<file path="src/hdl/flic_cfg.svh">
// Constants of the four level interrupt controller
`ifndef FLIC_CFG_SVH
`define FLIC_CFG_SVH
`define FLIC_NUM_SRC 14
`define FLIC_PRIMARY_ENABLE_OFS 8'ha8
`define FLIC_LOW_PRIO_OFS 8'hb8
`define FLIC_EXT_ENABLE_OFS 8'he8
`define FLIC_HIGH_PRIO_OFS 8'hb4
`define FLIC_EXT_LOW_PRIO_OFS 8'hfc
`define FLIC_EXT_HIGH_PRIO_OFS 8'hf4
`define FLIC_FLAG_CTRL_OFS 8'h88
`define FLIC_STATUS_OFS 8'hc0
`define FLIC_REG_RESET 8'h00
`define FLIC_EXT_ENABLE_MASK 8'hf7
`define FLIC_EXT_PRIO_MASK 8'hf3
`define FLIC_B_GATE 7
`define FLIC_B_CONV 6
`define FLIC_B_BROWN 5
`define FLIC_B_SERIAL 4
`define FLIC_B_T1 3
`define FLIC_B_PIN1 2
`define FLIC_B_T0 1
`define FLIC_B_PIN0 0
`define FLIC_B_T2 7
`define FLIC_B_SPI 6
`define FLIC_B_BRAKE 5
`define FLIC_B_WDOG 4
`define FLIC_B_CAPT 2
`define FLIC_B_KEYPAD 1
`define FLIC_B_TWOWIRE 0
`define FLIC_B_CAPT_PRIO 7
`define FLIC_B_PIN0_MODE 0
`define FLIC_B_PIN0_FLAG 1
`define FLIC_B_PIN1_MODE 2
`define FLIC_B_PIN1_FLAG 3
`define FLIC_B_T0_FLAG 5
`define FLIC_B_T1_FLAG 7
`define FLIC_SAMPLE_PHASE 2'd2
`define FLIC_POLL_PHASE 2'd0
`define FLIC_LAST_PHASE 2'd3
`define FLIC_CLK_PERIOD_NS 5
`define FLIC_CLK_PER_MC 4
`define FLIC_CALL_MC 3'd4
`define FLIC_HOLD_INSTR 2'd1
`define FLIC_MAX_LATENCY_MC 12
`define FLIC_MAX_LATENCY_CLK (`FLIC_MAX_LATENCY_MC * `FLIC_CLK_PER_MC)
`define FLIC_SRC_PIN0 4'd0
`define FLIC_SRC_T0 4'd3
`define FLIC_SRC_PIN1 4'd6
`define FLIC_SRC_T1 4'd8
`define FLIC_SRC_SERIAL 9
`define FLIC_SRC_BRAKE 10
`define FLIC_VEC_PIN0 16'h0003
`define FLIC_VEC_BROWN 16'h0043
`define FLIC_VEC_WDOG 16'h0053
`define FLIC_VEC_T0 16'h000b
`define FLIC_VEC_TWOWIRE 16'h0033
`define FLIC_VEC_CONV 16'h005b
`define FLIC_VEC_PIN1 16'h0013
`define FLIC_VEC_KEYPAD 16'h003b
`define FLIC_VEC_T1 16'h001b
`define FLIC_VEC_SERIAL 16'h0023
`define FLIC_VEC_BRAKE 16'h0073
`define FLIC_VEC_SPI 16'h004b
`define FLIC_VEC_T2 16'h002b
`define FLIC_VEC_CAPT 16'h0063
`endif

</file>
<file path="src/hdl/flic_pkg.sv">
// Types of the four level interrupt controller
package flic_pkg;
  typedef enum logic [2:0] {
    FLIC_IDLE = 3'b001,
    FLIC_REQ  = 3'b010,
    FLIC_CALL = 3'b100
  } flic_seq_t;
  typedef logic [1:0] flic_level_t;
  typedef logic [3:0] flic_src_t;
endpackage

</file>
<file path="src/hdl/flic_arb_if.sv">
// Requests and grant between controller and arbiter
`timescale 1ns/1ps
interface flic_arb_if #(parameter int N = 14);
  logic [N-1:0]                  request;
  flic_pkg::flic_level_t [N-1:0] level;
  flic_pkg::flic_level_t         floor_level;
  logic                          floor_valid;
  logic                          grant_valid;
  flic_pkg::flic_src_t           grant_index;
  flic_pkg::flic_level_t         grant_level;
  modport ctrl (output request, level, floor_level, floor_valid,
                input grant_valid, grant_index, grant_level);
  modport arb (input request, level, floor_level, floor_valid,
               output grant_valid, grant_index, grant_level);
endinterface

</file>
<file path="src/hdl/flic_arbiter.sv">
// Level and fixed order arbiter
`timescale 1ns/1ps
module flic_arbiter #(
  parameter int N = 14
) (
  flic_arb_if.arb bus
);
  logic [N-1:0]          eligible;
  logic                  found;
  flic_pkg::flic_level_t best_level;
  flic_pkg::flic_src_t   best_index;

  genvar g;
  generate
    for (g = 0; g < N; g++)
    begin : g_elig
      assign eligible[g] = bus.request[g] &&
                           (!bus.floor_valid || bus.level[g] > bus.floor_level);
    end
  endgenerate

  // Highest level wins, lower index wins a tie
  always_comb
  begin
    found      = 1'b0;
    best_level = 2'd0;
    best_index = 4'd0;
    for (int i = N - 1; i >= 0; i--)
    begin
      if (eligible[i] && (!found || bus.level[i] >= best_level))
      begin
        found      = 1'b1;
        best_level = bus.level[i];
        best_index = 4'(i);
      end
    end
  end

  assign bus.grant_valid = found;
  assign bus.grant_index = best_index;
  assign bus.grant_level = best_level;
endmodule

</file>
<file path="src/hdl/flic_top.sv">
// Four level interrupt controller with Avalon-MM registers
//
// Behaviour
// - Sample pins and serial done requests at third phase; flags follow the sample.
// - Timer overflow flags set at third phase of the overflow machine cycle.
// - Flags are polled in the machine cycle after they were set.
// - Active polled request with conditions met starts a four machine cycle call.
// - At least five machine cycles from flag set to routine start.
// - No vector while equal or higher level is in service; request waits.
// - Vector only at the last machine cycle of the running instruction.
// - After enable or priority write, next instruction completes before vectoring.
// - One machine cycle is four clocks; worst latency is 48 clocks.
// - Bit 7 of primary enable gates every source globally.
// - Primary enable bit 4 gates both transmit and receive done requests.
// - Primary enable: 6 converter, 5 brownout, 3 timer one, 2 pin one, 1 timer zero, 0 pin zero.
// - Timer interrupts come from their overflow flags gated by own enable.
// - Brake interrupt only when brake flag set and extended enable bit 5.
// - Extended enable: 7 timer two, 6 SPI, 4 watchdog, 3 reserved, 2 capture, 1 keypad, 0 I2C.
// - Low priority bits give the low level bit of each primary source.
// - One capture priority bit serves all three capture channels.
// - Enables and low priority clear to zero at reset.
// - Level is high bit and low bit, 0 lowest to 3 highest.
// - Only a higher level preempts; top level is never preempted.
// - Equal level ties resolve by fixed order, pin zero first, capture last.
// - Only the service return ends the in-service level.
//
// The Avalon-MM slave port was decided locally.
`timescale 1ns/1ps
`include "flic_cfg.svh"
module flic_top #(
  parameter int NUM_SRC = `FLIC_NUM_SRC
) (
  input  wire logic        CLOCK,
  input  wire logic        RST,
  input  wire logic        CLK_EN,
  input  wire logic [7:0]  AVS_ADDRESS,
  input  wire logic        AVS_READ,
  input  wire logic        AVS_WRITE,
  input  wire logic [31:0] AVS_WRITEDATA,
  input  wire logic [3:0]  AVS_BYTEENABLE,
  output logic      [31:0] AVS_READDATA,
  output logic             AVS_WAITREQUEST,
  input  wire logic        EXT_REQUEST_PIN_ZERO_N,
  input  wire logic        EXT_REQUEST_PIN_ONE_N,
  input  wire logic        RECEIVE_DONE_FLAG,
  input  wire logic        TRANSMIT_DONE_FLAG,
  input  wire logic        TIMER_ZERO_OVERFLOW,
  input  wire logic        TIMER_ONE_OVERFLOW,
  input  wire logic        BROWNOUT_FLAG,
  input  wire logic        WATCHDOG_FLAG,
  input  wire logic        TWO_WIRE_FLAG,
  input  wire logic        CONVERTER_FLAG,
  input  wire logic        KEYPAD_FLAG,
  input  wire logic        BRAKE_FLAG,
  input  wire logic        SPI_FLAG,
  input  wire logic        TIMER_TWO_FLAG,
  input  wire logic [2:0]  CAPTURE_FLAG,
  input  wire logic        INSTR_LAST,
  input  wire logic        CALL_ACK,
  input  wire logic        SERVICE_RETURN,
  output logic             VECTOR_REQ,
  output logic      [15:0] VECTOR_ADDR,
  output logic             CALL_ACTIVE,
  output logic      [3:0]  IN_SERVICE,
  output logic      [1:0]  MC_PHASE
);
  logic [7:0]            primary_interrupt_enable;
  logic [7:0]            low_priority_select;
  logic [7:0]            extended_interrupt_enable;
  logic [7:0]            high_priority_select;
  logic [7:0]            extended_low_priority_select;
  logic [7:0]            extended_high_priority_select;
  logic [1:0]            edge_mode;
  logic [1:0]            ext_request_flag;
  logic [1:0]            pin_q;
  logic [1:0]            timer_flag;
  logic [1:0]            timer_seen;
  logic [9:0]            sampled_q;
  logic [NUM_SRC-1:0]    poll_q;
  logic [1:0]            phase;
  flic_pkg::flic_seq_t   state;
  flic_pkg::flic_seq_t   next_state;
  logic [2:0]            call_cnt;
  logic [1:0]            hold_cnt;
  logic [3:0]            in_service;
  flic_pkg::flic_src_t   grant_index_q;
  flic_pkg::flic_level_t grant_level_q;
  logic                  wait_q;

  flic_arb_if #(.N(NUM_SRC)) arb ();

  flic_arbiter #(.N(NUM_SRC)) u_arbiter (
    .bus (arb.arb)
  );

  function automatic logic flic_hit(input logic [7:0] addr, input logic [7:0] ofs);
    return addr == ofs;
  endfunction

  function automatic flic_pkg::flic_level_t flic_top_level(input logic [3:0] lv);
    return lv[3] ? 2'd3 : lv[2] ? 2'd2 : lv[1] ? 2'd1 : 2'd0;
  endfunction

  function automatic logic [15:0] flic_vector(input flic_pkg::flic_src_t idx);
    case (idx)
      4'd0:    return `FLIC_VEC_PIN0;
      4'd1:    return `FLIC_VEC_BROWN;
      4'd2:    return `FLIC_VEC_WDOG;
      4'd3:    return `FLIC_VEC_T0;
      4'd4:    return `FLIC_VEC_TWOWIRE;
      4'd5:    return `FLIC_VEC_CONV;
      4'd6:    return `FLIC_VEC_PIN1;
      4'd7:    return `FLIC_VEC_KEYPAD;
      4'd8:    return `FLIC_VEC_T1;
      4'd9:    return `FLIC_VEC_SERIAL;
      4'd10:   return `FLIC_VEC_BRAKE;
      4'd11:   return `FLIC_VEC_SPI;
      4'd12:   return `FLIC_VEC_T2;
      4'd13:   return `FLIC_VEC_CAPT;
      default: return `FLIC_VEC_PIN0;
    endcase
  endfunction

  // Machine cycle timing
  wire sample_now = CLK_EN && phase == `FLIC_SAMPLE_PHASE;
  wire poll_now   = CLK_EN && phase == `FLIC_POLL_PHASE;
  wire mc_end     = CLK_EN && phase == `FLIC_LAST_PHASE;
  wire instr_end  = mc_end && INSTR_LAST;

  // Register bus decode
  wire bus_req     = AVS_READ || AVS_WRITE;
  wire wr_fire     = CLK_EN && AVS_WRITE && !wait_q && AVS_BYTEENABLE[0];
  wire hit_pen     = flic_hit(AVS_ADDRESS, `FLIC_PRIMARY_ENABLE_OFS);
  wire hit_lpr     = flic_hit(AVS_ADDRESS, `FLIC_LOW_PRIO_OFS);
  wire hit_een     = flic_hit(AVS_ADDRESS, `FLIC_EXT_ENABLE_OFS);
  wire hit_hpr     = flic_hit(AVS_ADDRESS, `FLIC_HIGH_PRIO_OFS);
  wire hit_elp     = flic_hit(AVS_ADDRESS, `FLIC_EXT_LOW_PRIO_OFS);
  wire hit_ehp     = flic_hit(AVS_ADDRESS, `FLIC_EXT_HIGH_PRIO_OFS);
  wire hit_flg     = flic_hit(AVS_ADDRESS, `FLIC_FLAG_CTRL_OFS);
  wire hit_sta     = flic_hit(AVS_ADDRESS, `FLIC_STATUS_OFS);
  wire hit_steer   = hit_pen || hit_lpr || hit_een || hit_hpr || hit_elp || hit_ehp;
  wire [7:0] wd    = AVS_WRITEDATA[7:0];
  wire [7:0] flag_byte = {timer_flag[1], 1'b0, timer_flag[0], 1'b0,
                          ext_request_flag[1], edge_mode[1], ext_request_flag[0], edge_mode[0]};
  wire [7:0] read_byte = ({8{hit_pen}} & primary_interrupt_enable) |
                         ({8{hit_lpr}} & low_priority_select) |
                         ({8{hit_een}} & extended_interrupt_enable) |
                         ({8{hit_hpr}} & high_priority_select) |
                         ({8{hit_elp}} & extended_low_priority_select) |
                         ({8{hit_ehp}} & extended_high_priority_select) |
                         ({8{hit_flg}} & flag_byte);
  wire [NUM_SRC-1:0] src_flag;
  wire [31:0] read_word = hit_sta ? {14'h0000, src_flag, in_service} : {24'h000000, read_byte};

  // Software clears of hardware set flags
  wire [1:0] sw_ext_clr   = {2{wr_fire && hit_flg}} & {wd[`FLIC_B_PIN1_FLAG], wd[`FLIC_B_PIN0_FLAG]};
  wire [1:0] sw_timer_clr = {2{wr_fire && hit_flg}} & {wd[`FLIC_B_T1_FLAG], wd[`FLIC_B_T0_FLAG]};

  // Core handshake
  wire ack       = CLK_EN && state == flic_pkg::FLIC_REQ && CALL_ACK;
  wire ret       = CLK_EN && SERVICE_RETURN && in_service != 4'h0;
  wire call_done = mc_end && state == flic_pkg::FLIC_CALL && call_cnt == `FLIC_CALL_MC - 3'd1;
  wire issue     = instr_end && state == flic_pkg::FLIC_IDLE && hold_cnt == 2'd0 &&
                   arb.grant_valid;
  wire [1:0] ack_ext_clr   = {2{ack}} & {grant_index_q == `FLIC_SRC_PIN1,
                                         grant_index_q == `FLIC_SRC_PIN0};
  wire [1:0] ack_timer_clr = {2{ack}} & {grant_index_q == `FLIC_SRC_T1,
                                         grant_index_q == `FLIC_SRC_T0};
  wire [3:0] set_mask = ack ? 4'(4'h1 << grant_level_q) : 4'h0;
  wire [3:0] clr_mask = ret ? 4'(4'h1 << flic_top_level(in_service)) : 4'h0;

  wire [1:0] ext_pin = {EXT_REQUEST_PIN_ONE_N, EXT_REQUEST_PIN_ZERO_N};
  wire [1:0] timer_ovf = {TIMER_ONE_OVERFLOW, TIMER_ZERO_OVERFLOW};

  // Pin and timer request flags, set wins over clear
  genvar g;
  generate
    for (g = 0; g < 2; g++)
    begin : g_flag
      wire ext_set = sample_now && !ext_pin[g] && (!edge_mode[g] || pin_q[g]);
      wire ext_clr = edge_mode[g] ? (sw_ext_clr[g] || ack_ext_clr[g]) : (sample_now && ext_pin[g]);
      wire tmr_set = sample_now && (timer_seen[g] || timer_ovf[g]);
      always_ff @(posedge CLOCK or posedge RST)
      begin
        if (RST)
        begin
          ext_request_flag[g] <= 1'b0;
          timer_flag[g]       <= 1'b0;
          timer_seen[g]       <= 1'b0;
          pin_q[g]            <= 1'b1;
        end
        else if (CLK_EN)
        begin
          ext_request_flag[g] <= ext_set || (ext_request_flag[g] && !ext_clr);
          timer_flag[g]       <= tmr_set || (timer_flag[g] &&
                                 !(sw_timer_clr[g] || ack_timer_clr[g]));
          timer_seen[g]       <= !sample_now && (timer_seen[g] || timer_ovf[g]);
          if (sample_now)
            pin_q[g] <= ext_pin[g];
        end
      end
    end
  endgenerate

  // Source order: pin0, brownout, watchdog, timer0, I2C, converter, pin1,
  // keypad, timer1, serial, brake, SPI, timer2, capture
  assign src_flag = {sampled_q[9:6], sampled_q[0], timer_flag[1], sampled_q[5],
                     ext_request_flag[1], sampled_q[4:3], timer_flag[0],
                     sampled_q[2:1], ext_request_flag[0]};
  wire [7:0] pe = primary_interrupt_enable;
  wire [7:0] xe = extended_interrupt_enable;
  wire [NUM_SRC-1:0] src_enable = {xe[`FLIC_B_CAPT], xe[`FLIC_B_T2], xe[`FLIC_B_SPI],
    xe[`FLIC_B_BRAKE], pe[`FLIC_B_SERIAL], pe[`FLIC_B_T1], xe[`FLIC_B_KEYPAD],
    pe[`FLIC_B_PIN1], pe[`FLIC_B_CONV], xe[`FLIC_B_TWOWIRE], pe[`FLIC_B_T0],
    xe[`FLIC_B_WDOG], pe[`FLIC_B_BROWN], pe[`FLIC_B_PIN0]};
  wire [7:0] lp = low_priority_select;
  wire [7:0] hp = high_priority_select;
  wire [7:0] xl = extended_low_priority_select;
  wire [7:0] xh = extended_high_priority_select;
  wire [NUM_SRC-1:0] lvl_lo = {lp[`FLIC_B_CAPT_PRIO], xl[`FLIC_B_T2], xl[`FLIC_B_SPI],
    xl[`FLIC_B_BRAKE], lp[`FLIC_B_SERIAL], lp[`FLIC_B_T1], xl[`FLIC_B_KEYPAD],
    lp[`FLIC_B_PIN1], lp[`FLIC_B_CONV], xl[`FLIC_B_TWOWIRE], lp[`FLIC_B_T0],
    xl[`FLIC_B_WDOG], lp[`FLIC_B_BROWN], lp[`FLIC_B_PIN0]};
  wire [NUM_SRC-1:0] lvl_hi = {hp[`FLIC_B_CAPT_PRIO], xh[`FLIC_B_T2], xh[`FLIC_B_SPI],
    xh[`FLIC_B_BRAKE], hp[`FLIC_B_SERIAL], hp[`FLIC_B_T1], xh[`FLIC_B_KEYPAD],
    hp[`FLIC_B_PIN1], hp[`FLIC_B_CONV], xh[`FLIC_B_TWOWIRE], hp[`FLIC_B_T0],
    xh[`FLIC_B_WDOG], hp[`FLIC_B_BROWN], hp[`FLIC_B_PIN0]};

  generate
    for (g = 0; g < NUM_SRC; g++)
    begin : g_level
      assign arb.level[g] = {lvl_hi[g], lvl_lo[g]};
    end
  endgenerate

  assign arb.request     = poll_q & src_enable & {NUM_SRC{pe[`FLIC_B_GATE]}};
  assign arb.floor_valid = in_service != 4'h0;
  assign arb.floor_level = flic_top_level(in_service);

  // Call sequencer
  always_comb
  begin
    next_state = state;
    case (state)
      flic_pkg::FLIC_IDLE: if (issue) next_state = flic_pkg::FLIC_REQ;
      flic_pkg::FLIC_REQ:  if (ack) next_state = flic_pkg::FLIC_CALL;
      flic_pkg::FLIC_CALL: if (call_done) next_state = flic_pkg::FLIC_IDLE;
      default:             next_state = flic_pkg::FLIC_IDLE;
    endcase
  end

  always_ff @(posedge CLOCK or posedge RST)
  begin
    if (RST)
    begin
      phase         <= 2'd0;
      state         <= flic_pkg::FLIC_IDLE;
      call_cnt      <= 3'd0;
      hold_cnt      <= 2'd0;
      in_service    <= 4'h0;
      grant_index_q <= 4'd0;
      grant_level_q <= 2'd0;
      sampled_q     <= 10'h000;
      poll_q        <= '0;
    end
    else if (CLK_EN)
    begin
      phase      <= phase + 2'd1;
      state      <= next_state;
      in_service <= (in_service & ~clr_mask) | set_mask;
      if (ack)
        call_cnt <= 3'd0;
      else if (mc_end && state == flic_pkg::FLIC_CALL)
        call_cnt <= call_cnt + 3'd1;
      if (wr_fire && hit_steer)
        hold_cnt <= `FLIC_HOLD_INSTR;
      else if (instr_end && hold_cnt != 2'd0)
        hold_cnt <= hold_cnt - 2'd1;
      if (issue)
      begin
        grant_index_q <= arb.grant_index;
        grant_level_q <= arb.grant_level;
      end
      if (sample_now)
        sampled_q <= {|CAPTURE_FLAG, TIMER_TWO_FLAG, SPI_FLAG, BRAKE_FLAG, KEYPAD_FLAG,
                      CONVERTER_FLAG, TWO_WIRE_FLAG, WATCHDOG_FLAG, BROWNOUT_FLAG,
                      RECEIVE_DONE_FLAG || TRANSMIT_DONE_FLAG};
      if (poll_now)
        poll_q <= src_flag;
    end
  end

  // Core facing outputs
  always_ff @(posedge CLOCK or posedge RST)
  begin
    if (RST)
    begin
      VECTOR_REQ  <= 1'b0;
      VECTOR_ADDR <= 16'h0000;
      CALL_ACTIVE <= 1'b0;
    end
    else if (CLK_EN)
    begin
      VECTOR_REQ  <= issue || (VECTOR_REQ && !ack);
      CALL_ACTIVE <= ack || (CALL_ACTIVE && !call_done);
      if (issue)
        VECTOR_ADDR <= flic_vector(arb.grant_index);
    end
  end

  assign IN_SERVICE = in_service;
  assign MC_PHASE   = phase;

  // Registers and bus answer
  always_ff @(posedge CLOCK or posedge RST)
  begin
    if (RST)
    begin
      primary_interrupt_enable      <= `FLIC_REG_RESET;
      low_priority_select           <= `FLIC_REG_RESET;
      extended_interrupt_enable     <= `FLIC_REG_RESET;
      high_priority_select          <= `FLIC_REG_RESET;
      extended_low_priority_select  <= `FLIC_REG_RESET;
      extended_high_priority_select <= `FLIC_REG_RESET;
      edge_mode                     <= 2'b00;
      wait_q                        <= 1'b1;
      AVS_READDATA                  <= 32'h00000000;
    end
    else if (CLK_EN)
    begin
      wait_q <= !(bus_req && wait_q);
      if (bus_req && wait_q)
        AVS_READDATA <= read_word;
      if (wr_fire && hit_pen)
        primary_interrupt_enable <= wd;
      if (wr_fire && hit_lpr)
        low_priority_select <= wd;
      if (wr_fire && hit_een)
        extended_interrupt_enable <= wd & `FLIC_EXT_ENABLE_MASK;
      if (wr_fire && hit_hpr)
        high_priority_select <= wd;
      if (wr_fire && hit_elp)
        extended_low_priority_select <= wd & `FLIC_EXT_PRIO_MASK;
      if (wr_fire && hit_ehp)
        extended_high_priority_select <= wd & `FLIC_EXT_PRIO_MASK;
      if (wr_fire && hit_flg)
        edge_mode <= {wd[`FLIC_B_PIN1_MODE], wd[`FLIC_B_PIN0_MODE]};
    end
  end

  assign AVS_WAITREQUEST = wait_q;
endmodule

</file>
<file path="config.mk">
export PLATFORM = sky130hd
export DESIGN_NAME = flic_top
export DESIGN_NICKNAME = d
export VERILOG_FILES = /design/src/hdl/flic_pkg.sv /design/src/hdl/flic_arb_if.sv /design/src/hdl/flic_arbiter.sv /design/src/hdl/flic_top.sv
export VERILOG_INCLUDE_DIRS = /design/src /design/src/hdl
export SDC_FILE = /design/constraint.sdc
export NUM_CORES = 1
export LEC_CHECK = 0
export ABC_CLOCK_PERIOD_IN_PS = 22600
export BUFFER_PORTS_ARGS = -buffer_cell sky130_fd_sc_hd__buf_2
export CAP_MARGIN = 20
export CORE_MARGIN = 2
export CORE_UTILIZATION = 35
export CTS_CLUSTER_DIAMETER = 100
export DETAILED_ROUTE_END_ITERATION = 8
export PLACE_DENSITY_LB_ADDON = 0.25
export SYNTH_ARGS = -nofsm -noshare
export SYNTH_HDL_FRONTEND = slang
export SYNTH_SLANG_ARGS = --single-unit
</file>
<file path="constraint.sdc">
create_clock -name CLOCK -period 22.6 [get_ports CLOCK]
set_input_delay 3.39 -clock CLOCK [delete_from_list [all_inputs] [get_ports CLOCK]]
set_output_delay 3.39 -clock CLOCK [all_outputs]
set_load 0.02 [all_outputs]
</file>
==> results of run 1 <==
-- path summary, 6_finish.rpt --
path	start	endpoint	slack (ns)	cells after the start
min in group asynchronous	RST	sampled_q[7]$_DFFE_PP0P_	3.07	2
hold reg to reg	AVS_READDATA[16]$_DFFE_PP0P_	AVS_READDATA[16]$_DFFE_PP0P_	0.46	2
max in group asynchronous	RST	grant_index_q[3]$_DFFE_PP0P_	18.17	3
hold / removal	AVS_READDATA[16]$_DFFE_PP0P_	AVS_READDATA[16]$_DFFE_PP0P_	0.46	2
setup / recovery	IN_SERVICE[2]$_DFFE_PP0P_	VECTOR_ADDR[3]$_DFFE_PP0P_	3.04	94
setup reg to reg	IN_SERVICE[2]$_DFFE_PP0P_	VECTOR_ADDR[3]$_DFFE_PP0P_	3.04	94
-- flip-flops by register name (all words and copies together) (netlist names), 3 cells and up --
| signal | count |
|---|---|
| call_cnt | 3 |
| sampled_q | 10 |
| state | 3 |
| AVS_READDATA | 18 |
| IN_SERVICE | 4 |
| extended_low_priority_select | 6 |
| extended_high_priority_select | 6 |
| high_priority_select | 8 |
| grant_index_q | 4 |
| extended_interrupt_enable | 7 |
| low_priority_select | 8 |
| VECTOR_ADDR | 5 |
| pe | 8 |
| poll_q | 14 |
-- power groups by stage --
stage          clock network, mW  registers [mW]  logic, mW
2_1_floorplan                  0           0.282     0.0663
3_3_place_gp                   0           0.287     0.0896
3_5_place_dp                   0           0.288     0.0918
4_1_cts                    0.287           0.285     0.0922
5_1_grt                    0.296           0.290      0.102
6_report                   0.283           0.285     0.0905
-- area by class of cell --
cell class,instances,area share [%]
clock buffer,20,4.96
clock inverter,8,1.58
inverter,39,1.62
multi-input combinational,644,49.5
sequential,123,33.5
tap,285,3.87
timing repair buffer,86,4.97
-- cell usage after synthesis, types with 11 or more instances --
| library cell | number |
|---|---|
| clkbuf_1 | 18 |
| a21oi_1 | 41 |
| nand2_1 | 109 |
| ha_1 | 59 |
| nand3_1 | 38 |
| inv_1 | 38 |
| mux2_2 | 72 |
| buf_4 | 26 |
| nor2_1 | 51 |
| nor2b_1 | 18 |
| mux2i_1 | 12 |
| a31oi_1 | 11 |
| o21ai_0 | 40 |
| o31ai_1 | 11 |
| dfrtp_1 | 119 |
| nand2b_1 | 18 |
-- cell families (layout without fill, tap and decap cells) --
group                    after synthesis  count (layout)  synth area share, %
AND/OR/NAND/NOR                      284             284                 17.0
AO/OA/AOI/OAI                        186             186                 16.9
flip-flops                           123             123                 38.7
multiplexers                          87              87                 12.3
buffers and inverters                 85             153                 5.25
adder cells (fa/ha/maj)               60              60                 9.39
XOR/XNOR                               3               3                0.330
other                                  1              24               0.0471
-- metal layers --
layer,up-vias,GRT usage (%),wire length [microns]
li1,3131,-,-
met1,3182,26.5,10600
met2,153,29.8,10100
met3,27,3.01,794
met4,0,5.47,435
met5,-,0,0
-- worst max-delay path: cells and delay by family (launching register included) --
| family | cells | cell delay [ns] |
|---|---|---|
| compound gates | 38 | 7.04 |
| fa+ha+maj | 16 | 4.48 |
| buf+inv | 4 | 0.55 |
| flops | 1 | 0.49 |
| mux | 6 | 2.11 |
| simple gates | 30 | 4.73 |
==> impl_metrics.tcl, run 1 <==
set metrics [dict create \
    cp_slowest_stage_delay_ns 0.49 \
    synth_edf_count 0 \
    hold_buffers 0 \
    cts_inserted_buffers 17 \
    drc_errors 0 \
    crit_top_cell "ha_1" \
    instances_no_fill 1205 \
    period_minus_slack_ns 19.56 \
    synthTopCellsByArea "dfrtp_1 (37%), mux2_2 (10%), ha_1 (9.3%)" \
    multiInputGateArea_sq_um 4560 \
    finalHoldViolCount 0 \
    clockBufferDepth 2 \
    path_class "reg2reg" \
    power_frac_seq_pct 43.3 \
    grt_pass1_vias 6264 \
    timing.fmax_mhz 51.1 \
    dp_cells 1177 \
    start_util_pct 35.4 \
    crit_fanout 15 \
    first_pass_iters 5 \
    p_comb_share_pct 13.8 \
    final_common_cell "dfrtp_1" \
    stdcell_area_sq_um 9210 \
    io_buffers 74 \
    synth_top_cell_area_share_pct 37.4 \
    grt_usage_pct 18.8 \
    drtAntennaViolNets 0 \
    drv_cap 0 \
    path_clk_slew_ns 0.06 \
    clock_sinks 123 \
    pin_count 126 \
    nFillCells 2226 \
    grt_pass1_wl_microns 35200 \
    drive_gt1_share_pct 23.3 \
    fin_crit_sh_pct 86.5 \
    ys_seq_area_share_pct 38.7 \
    power_density_nw_per_um2 71.5 \
    ctsRootBufferMaster "clkbuf_16" \
    synth_cell_types 81 \
    diodes 0 \
    ys_seq_elements 123 \
    cts_resized 0 \
    vias_per_cell 5.39 \
    nets 1039 \
    tightest_slew_ns 0.897 \
    slew_violations 0 \
    core_sq_um 22500 \
    grt_max_degree 71 \
    hold_ws_ns 0.465 \
    fp.dieW_microns 155 \
    grt_antenna_before_repair 0 \
    placed_cell_area_sq_um 8600 \
    crit_required_ns 22.90 \
    relSlewSlack_pct 40.2 \
    grt_overflow_total 0 \
    setup_viol 0 \
    p_total_mw 0.658 \
    rsz0062_at_grt "false" \
    ir_drop_mv 0.0616 \
    switching_share_pct 26.2 \
    rows 55 \
    dieArea_sq_um 24000 \
    drt_iter0_markers 423 \
    postCtsSetupRepairBufs 0 \
    ys_warn_count 0 \
    crit_slowest_cell "dfrtp_1" \
    min_path_type "reg2reg" \
    synth_top_area_cell "dfrtp_1" \
    clk_latency_ns 0.42 \
    postLayoutCoreUtil_pct 40.9 \
    syn_avg_cell_area_sq_um 9.61 \
    status "completed" \
    p_leak_nw 4.35 \
    startpoint_type "flip-flop" \
    vias 6493 \
    preCtsSetupSlack_ns 3.28 \
    syn_inst 829 \
    postLayoutSetupSlackWorst_ns 3.04 \
    synthesis.area_sq_um 7970 \
    seq_area_sq_um 3080 \
    layout_common_cells "dfrtp_1 (119), nand2_1 (109), buf_2 (75), mux2_2 (72), ha_1 (59)" \
    worstPathArrival_ns 19.86 \
    wire_per_inst_microns 18.2 \
    clockPowerShare_pct 43.0 \
    wirelength_microns 22000 \
    p_sw_mw 0.172 \
    fp.dieH_microns 155 \
    clock_skew_ns 0.00775 \
    fin_setup_tns_ns 0 \
    synth_ff_type "dfrtp_1" \
    htree_levels 4 \
    cp-end-kind "flip-flop" \
    area_growth_pct 15.6 \
    synthArstFlopShare_pct 100 \
    place_congestion 0.856 \
    internal-power_mw 0.486 \
    hpwl_microns 16700 \
    cts_tree "done" \
]
Note: power is estimated with default switching activity, not from simulation.
==> inputs of run 2 (changes only) <==
- RECOVER_POWER: default -> 25
==> impl_metrics.tcl, run 2 (synthesized netlist as in run 1, its figures left out) <==
set metrics [dict create \
    cts_resized 0 \
    clock_skew_ns 0.00866 \
    grt_pass1_vias 6264 \
    path_class "reg2reg" \
    fp.dieH_microns 155 \
    status "finished with violations" \
    cts_tree "done" \
    vias 6486 \
    period_minus_slack_ns 19.54 \
    endpoint "VECTOR_ADDR[3]$_DFFE_PP0P_" \
    grt_usage_pct 18.8 \
    path_clk_slew_ns 0.06 \
    htree_levels 4 \
    crit_slowest_cell "dfrtp_1" \
    core_sq_um 22500 \
    pin_count 126 \
    power_density_nw_per_um2 71.5 \
    fin_setup_tns_ns 0 \
    largest_register_ffs 18 \
    tightest_slew_ns 2.38 \
    violations "capacitance limit, slew limit" \
    finalHoldViolCount 0 \
    top_regs "AVS_READDATA x18, poll_q x14, sampled_q x10" \
    relSlewSlack_pct -59.3 \
    slew_violations 55 \
    regMostFlops "AVS_READDATA" \
    wirelength_microns 21900 \
    hpwl_microns 16700 \
    layout_common_cells "dfrtp_1 (119), nand2_1 (109), mux2_2 (72), buf_2 (71), ha_1 (59)" \
    postCtsSetupRepairBufs 0 \
    grt_overflow_total 0 \
    regToRegStartpoint "IN_SERVICE[3]$_DFFE_PP0P_" \
    diodes 0 \
    first_pass_iters 4 \
    ctsRootBufferMaster "clkbuf_16" \
    clk_latency_ns 0.42 \
    start_util_pct 35.4 \
    setup_viol 0 \
    drc_errors 0 \
    crit_required_ns 22.90 \
    drtAntennaViolNets 0 \
    startpoint_type "flip-flop" \
    hold_buffers 0 \
    rr_endpoint "VECTOR_ADDR[3]$_DFFE_PP0P_" \
    io_buffers 74 \
    nets 1039 \
    grt_max_degree 71 \
    final_common_cell "dfrtp_1" \
    r2r_slack_ns 3.06 \
    postLayoutSetupSlackWorst_ns 3.06 \
    cp_slowest_stage_delay_ns 0.50 \
    clock_sinks 123 \
    ir_drop_mv 0.0616 \
    grt_pass1_wl_microns 35200 \
    cts_inserted_buffers 17 \
    fp.dieW_microns 155 \
    rows 55 \
    fin_crit_sh_pct 86.5 \
    drive_gt1_share_pct 22.8 \
    preCtsSetupSlack_ns 3.28 \
    vias_per_cell 5.38 \
    min_path_type "reg2reg" \
    drt_iter0_markers 398 \
    crit_fanout 15 \
    crit_top_cell "ha_1" \
    clockBufferDepth 2 \
    wire_per_inst_microns 18.2 \
    area_growth_pct 15.5 \
    timing.fmax_mhz 51.2 \
    dieArea_sq_um 24000 \
    cp-startpoint "IN_SERVICE[3]$_DFFE_PP0P_" \
    p_leak_nw 4.33 \
    grt_antenna_before_repair 0 \
    drv_cap 1 \
    r2r_cells 94 \
    cp-end-kind "flip-flop" \
    place_congestion 0.856 \
    rsz0062_at_grt "false" \
    worstPathArrival_ns 19.84 \
]
[run 2: cell count changes in the layout (fill, tap and decap cells not counted), sizes merged]
cell | before | now
clkbuf | 20 | 24
inv | 38 | 37
buf | 86 | 82
clkinvlp | 2 | 3
[run 2: stage by stage]
stage | instance area (sq um) | instances | power [mW] | hold slack, ns | utilization (%)
finish | 9200 | 1205 | 0.658 | 0.467 | 40.9
global route | 9200 | 1205 | 0.688 | 0.490 | 40.9
CTS | 9210 | 1205 | 0.664 | 0.469 | 40.9
detailed placement | 8600 | 1177 | 0.380 | 0.454 | 38.2
global placement | 8600 | 1176 | 0.376 | 0.449 | 38.2
floorplan | 8050 | 852 | 0.349 | 0.467 | -
[run 2: where the power goes]
| group | total (mW) | internal (mW) | switching, mW |
|---|---|---|---|
| clock | 0.282 | 0.187 | 0.0952 |
| combinational | 0.0905 | 0.0418 | 0.0486 |
| sequential | 0.285 | 0.257 | 0.0278 |
| total | 0.658 | 0.486 | 0.172 |
[run 2: worst max-delay path: cells and delay by family, from the launching register on]
family	cells	cell delay (ns)
AO/OA/AOI/OAI	38	7.02
buffers and inverters	4	0.55
multiplexers	6	2.11
adder cells (fa/ha/maj)	16	4.48
AND/OR/NAND/NOR	30	4.73
flip-flops	1	0.50
[run 2: layout make-up]
cell class	count	area, sq um
clock buffers	20	457
clock inverters	8	145
fillers	2230	13300
inverters	39	148
multi-input cells	644	4560
flip-flops and latches	123	3080
well taps	285	357
repair buffers	86	453
[run 2: worst min-delay path by stage]
stage	endpoint	cells past startpoint	slack (ns)	start
5_1_grt	AVS_READDATA[12]$_DFFE_PP0P_	2	0.49	AVS_READDATA[12]$_DFFE_PP0P_
2_1_floorplan	sampled_q[0]$_DFFE_PP0P_	2	0.47	sampled_q[0]$_DFFE_PP0P_
4_1_cts	AVS_READDATA[14]$_DFFE_PP0P_	2	0.47	AVS_READDATA[14]$_DFFE_PP0P_
3_5_place_dp	AVS_READDATA[17]$_DFFE_PP0P_	2	0.45	AVS_READDATA[17]$_DFFE_PP0P_
3_3_place_gp	AVS_READDATA[16]$_DFFE_PP0P_	2	0.45	AVS_READDATA[16]$_DFFE_PP0P_
6_report	AVS_READDATA[15]$_DFFE_PP0P_	2	0.47	AVS_READDATA[15]$_DFFE_PP0P_
[run 2: per-layer routing]
layer / GRT usage [%] / up-vias / wire, microns
met5: 0 / - / 0
met4: 5.47 / 0 / 412
met3: 3.01 / 25 / 803
met2: 29.8 / 164 / 10100
met1: 26.5 / 3167 / 10600
li1: - / 3130 / -
==> inputs of run 3 (changes only) <==
- CORE_ASPECT_RATIO: default -> 1.75
- SKIP_CTS_REPAIR_TIMING: default -> 1
==> impl_metrics.tcl, run 3 (synthesized netlist as in run 1, its figures left out) <==
set metrics [dict create \
    status "finished with violations" \
    violations "capacitance limit, slew limit" \
    cts_inserted_buffers 17 \
    drc_errors 0 \
    cts_tree "done" \
    rsz0062_at_grt "false" \
    tightest_slew_ns 3.32 \
    largest_register_ffs 18 \
    grt_pass1_vias 6659 \
    stdcell_area_sq_um 9240 \
    preCtsSetupSlack_ns 2.82 \
    wire_per_inst_microns 19.1 \
    hpwl_microns 18200 \
    regMostFlops "AVS_READDATA" \
    ctsRootBufferMaster "clkbuf_16" \
    clock_skew_ns 0.00899 \
    grt_pass1_wl_microns 36800 \
    relSlewSlack_pct -123 \
    grt_usage_pct 20.0 \
    cp_num_buf_inv 4 \
    p_leak_nw 4.35 \
    setup_viol 0 \
    worstPathArrival_ns 20.28 \
    clk_latency_ns 0.43 \
    finalHoldViolCount 0 \
    rows 73 \
    fin_crit_sh_pct 88.3 \
    path_class "reg2reg" \
    core_sq_um 22600 \
    grt_antenna_before_repair 1 \
    area_growth_pct 16.0 \
    fp.dieW_microns 118 \
    power_density_nw_per_um2 72.6 \
    drtAntennaViolNets 0 \
    slew_violations 74 \
    cp_slowest_stage_delay_ns 0.51 \
    crit_top_cell "ha_1" \
    place_congestion 0.897 \
    clock_sinks 123 \
    clockBufferDepth 2 \
    drive_gt1_share_pct 23.2 \
    drt_iter0_markers 214 \
    postLayoutSetupSlackWorst_ns 2.66 \
    final_common_cell "dfrtp_1" \
    crit_fanout 15 \
    pin_count 126 \
    start_util_pct 35.3 \
    path_clk_slew_ns 0.06 \
    startpoint_type "flip-flop" \
    instances_no_fill 1222 \
    fin_setup_tns_ns 0 \
    timing.fmax_mhz 50.1 \
    crit_required_ns 22.93 \
    min_path_type "reg2reg" \
    nets 1036 \
    ir_drop_mv 0.0770 \
    placed_cell_area_sq_um 8610 \
    grt_max_degree 74 \
    period_minus_slack_ns 19.94 \
    crit_slowest_cell "dfrtp_1" \
    layout_common_cells "dfrtp_1 (119), nand2_1 (109), mux2_2 (72), buf_2 (72), ha_1 (59)" \
    vias 6604 \
    cp-end-kind "flip-flop" \
    top_regs "AVS_READDATA x18, poll_q x14, sampled_q x10" \
    htree_levels 4 \
    dieArea_sq_um 24000 \
    p_total_mw 0.671 \
    path_delay_family "compound AO/OA/AOI/OAI gates" \
    io_buffers 74 \
    wirelength_microns 23300 \
    dp_cells 1189 \
    drv_cap 1 \
    fp.dieH_microns 204 \
    first_pass_iters 4 \
    vias_per_cell 5.40 \
    grt_overflow_total 0 \
]
[run 3: metal layers]
| metal | share of wire (%) | vias up | track usage, % |
|---|---|---|---|
| met2 | 52 | 181 | 36.4 |
| li1 | - | 3133 | - |
| met5 | 0 | - | 0 |
| met1 | 38 | 3226 | 21.0 |
| met4 | 6.7 | 0 | 13.6 |
| met3 | 3.2 | 64 | 3.16 |
[run 3: worst paths after layout]
check                      cells after the start  slack, ns                    startpoint                                          end
min in group asynchronous                      2       3.91                           RST                    timer_seen[1]$_DFFE_PP0P_
hold reg to reg                                2       0.47  AVS_READDATA[14]$_DFFE_PP0P_                 AVS_READDATA[14]$_DFFE_PP0P_
max in group asynchronous                      3      16.92                           RST  extended_low_priority_select[7]$_DFFE_PP0P_
setup / recovery                              95       2.66     IN_SERVICE[3]$_DFFE_PP0P_                   VECTOR_ADDR[6]$_DFFE_PP0P_
setup reg to reg                              95       2.66     IN_SERVICE[3]$_DFFE_PP0P_                   VECTOR_ADDR[6]$_DFFE_PP0P_
hold / removal                                 2       0.47  AVS_READDATA[14]$_DFFE_PP0P_                 AVS_READDATA[14]$_DFFE_PP0P_
[run 3: final cells by class]
type	count	area, sq um
antenna	1	2.50
inverter	39	148
multi-input combinational	644	4560
timing repair buffer	83	435
sequential	123	3080
clock inverter	11	165
clock buffer	21	470
fill	2268	13300
tap	300	375
[run 3: report_power, final]
group	switching, mW	total, mW	internal (mW)
clock network	0.101	0.294	0.193
registers	0.0290	0.286	0.257
logic	0.0495	0.0915	0.0420
total	0.180	0.671	0.492
[run 3: through the flow]
stage               utilization (%)  hold slack [ns]
global placement               38.2            0.451
global route                   41.0            0.493
floorplan                         -            0.467
detailed placement             38.2            0.456
finish                         41.0            0.465
CTS                            41.0            0.472
[run 3: worst reg2reg max path: cells and delay by family (launching register included)]
family	cells	cell delay, ns
adders and majority gates	16	4.51
AOI/OAI and AO/OA	37	7.04
and+or+nand+nor	32	5.17
DFF	1	0.51
buffers and inverters	4	0.53
muxes	6	2.10
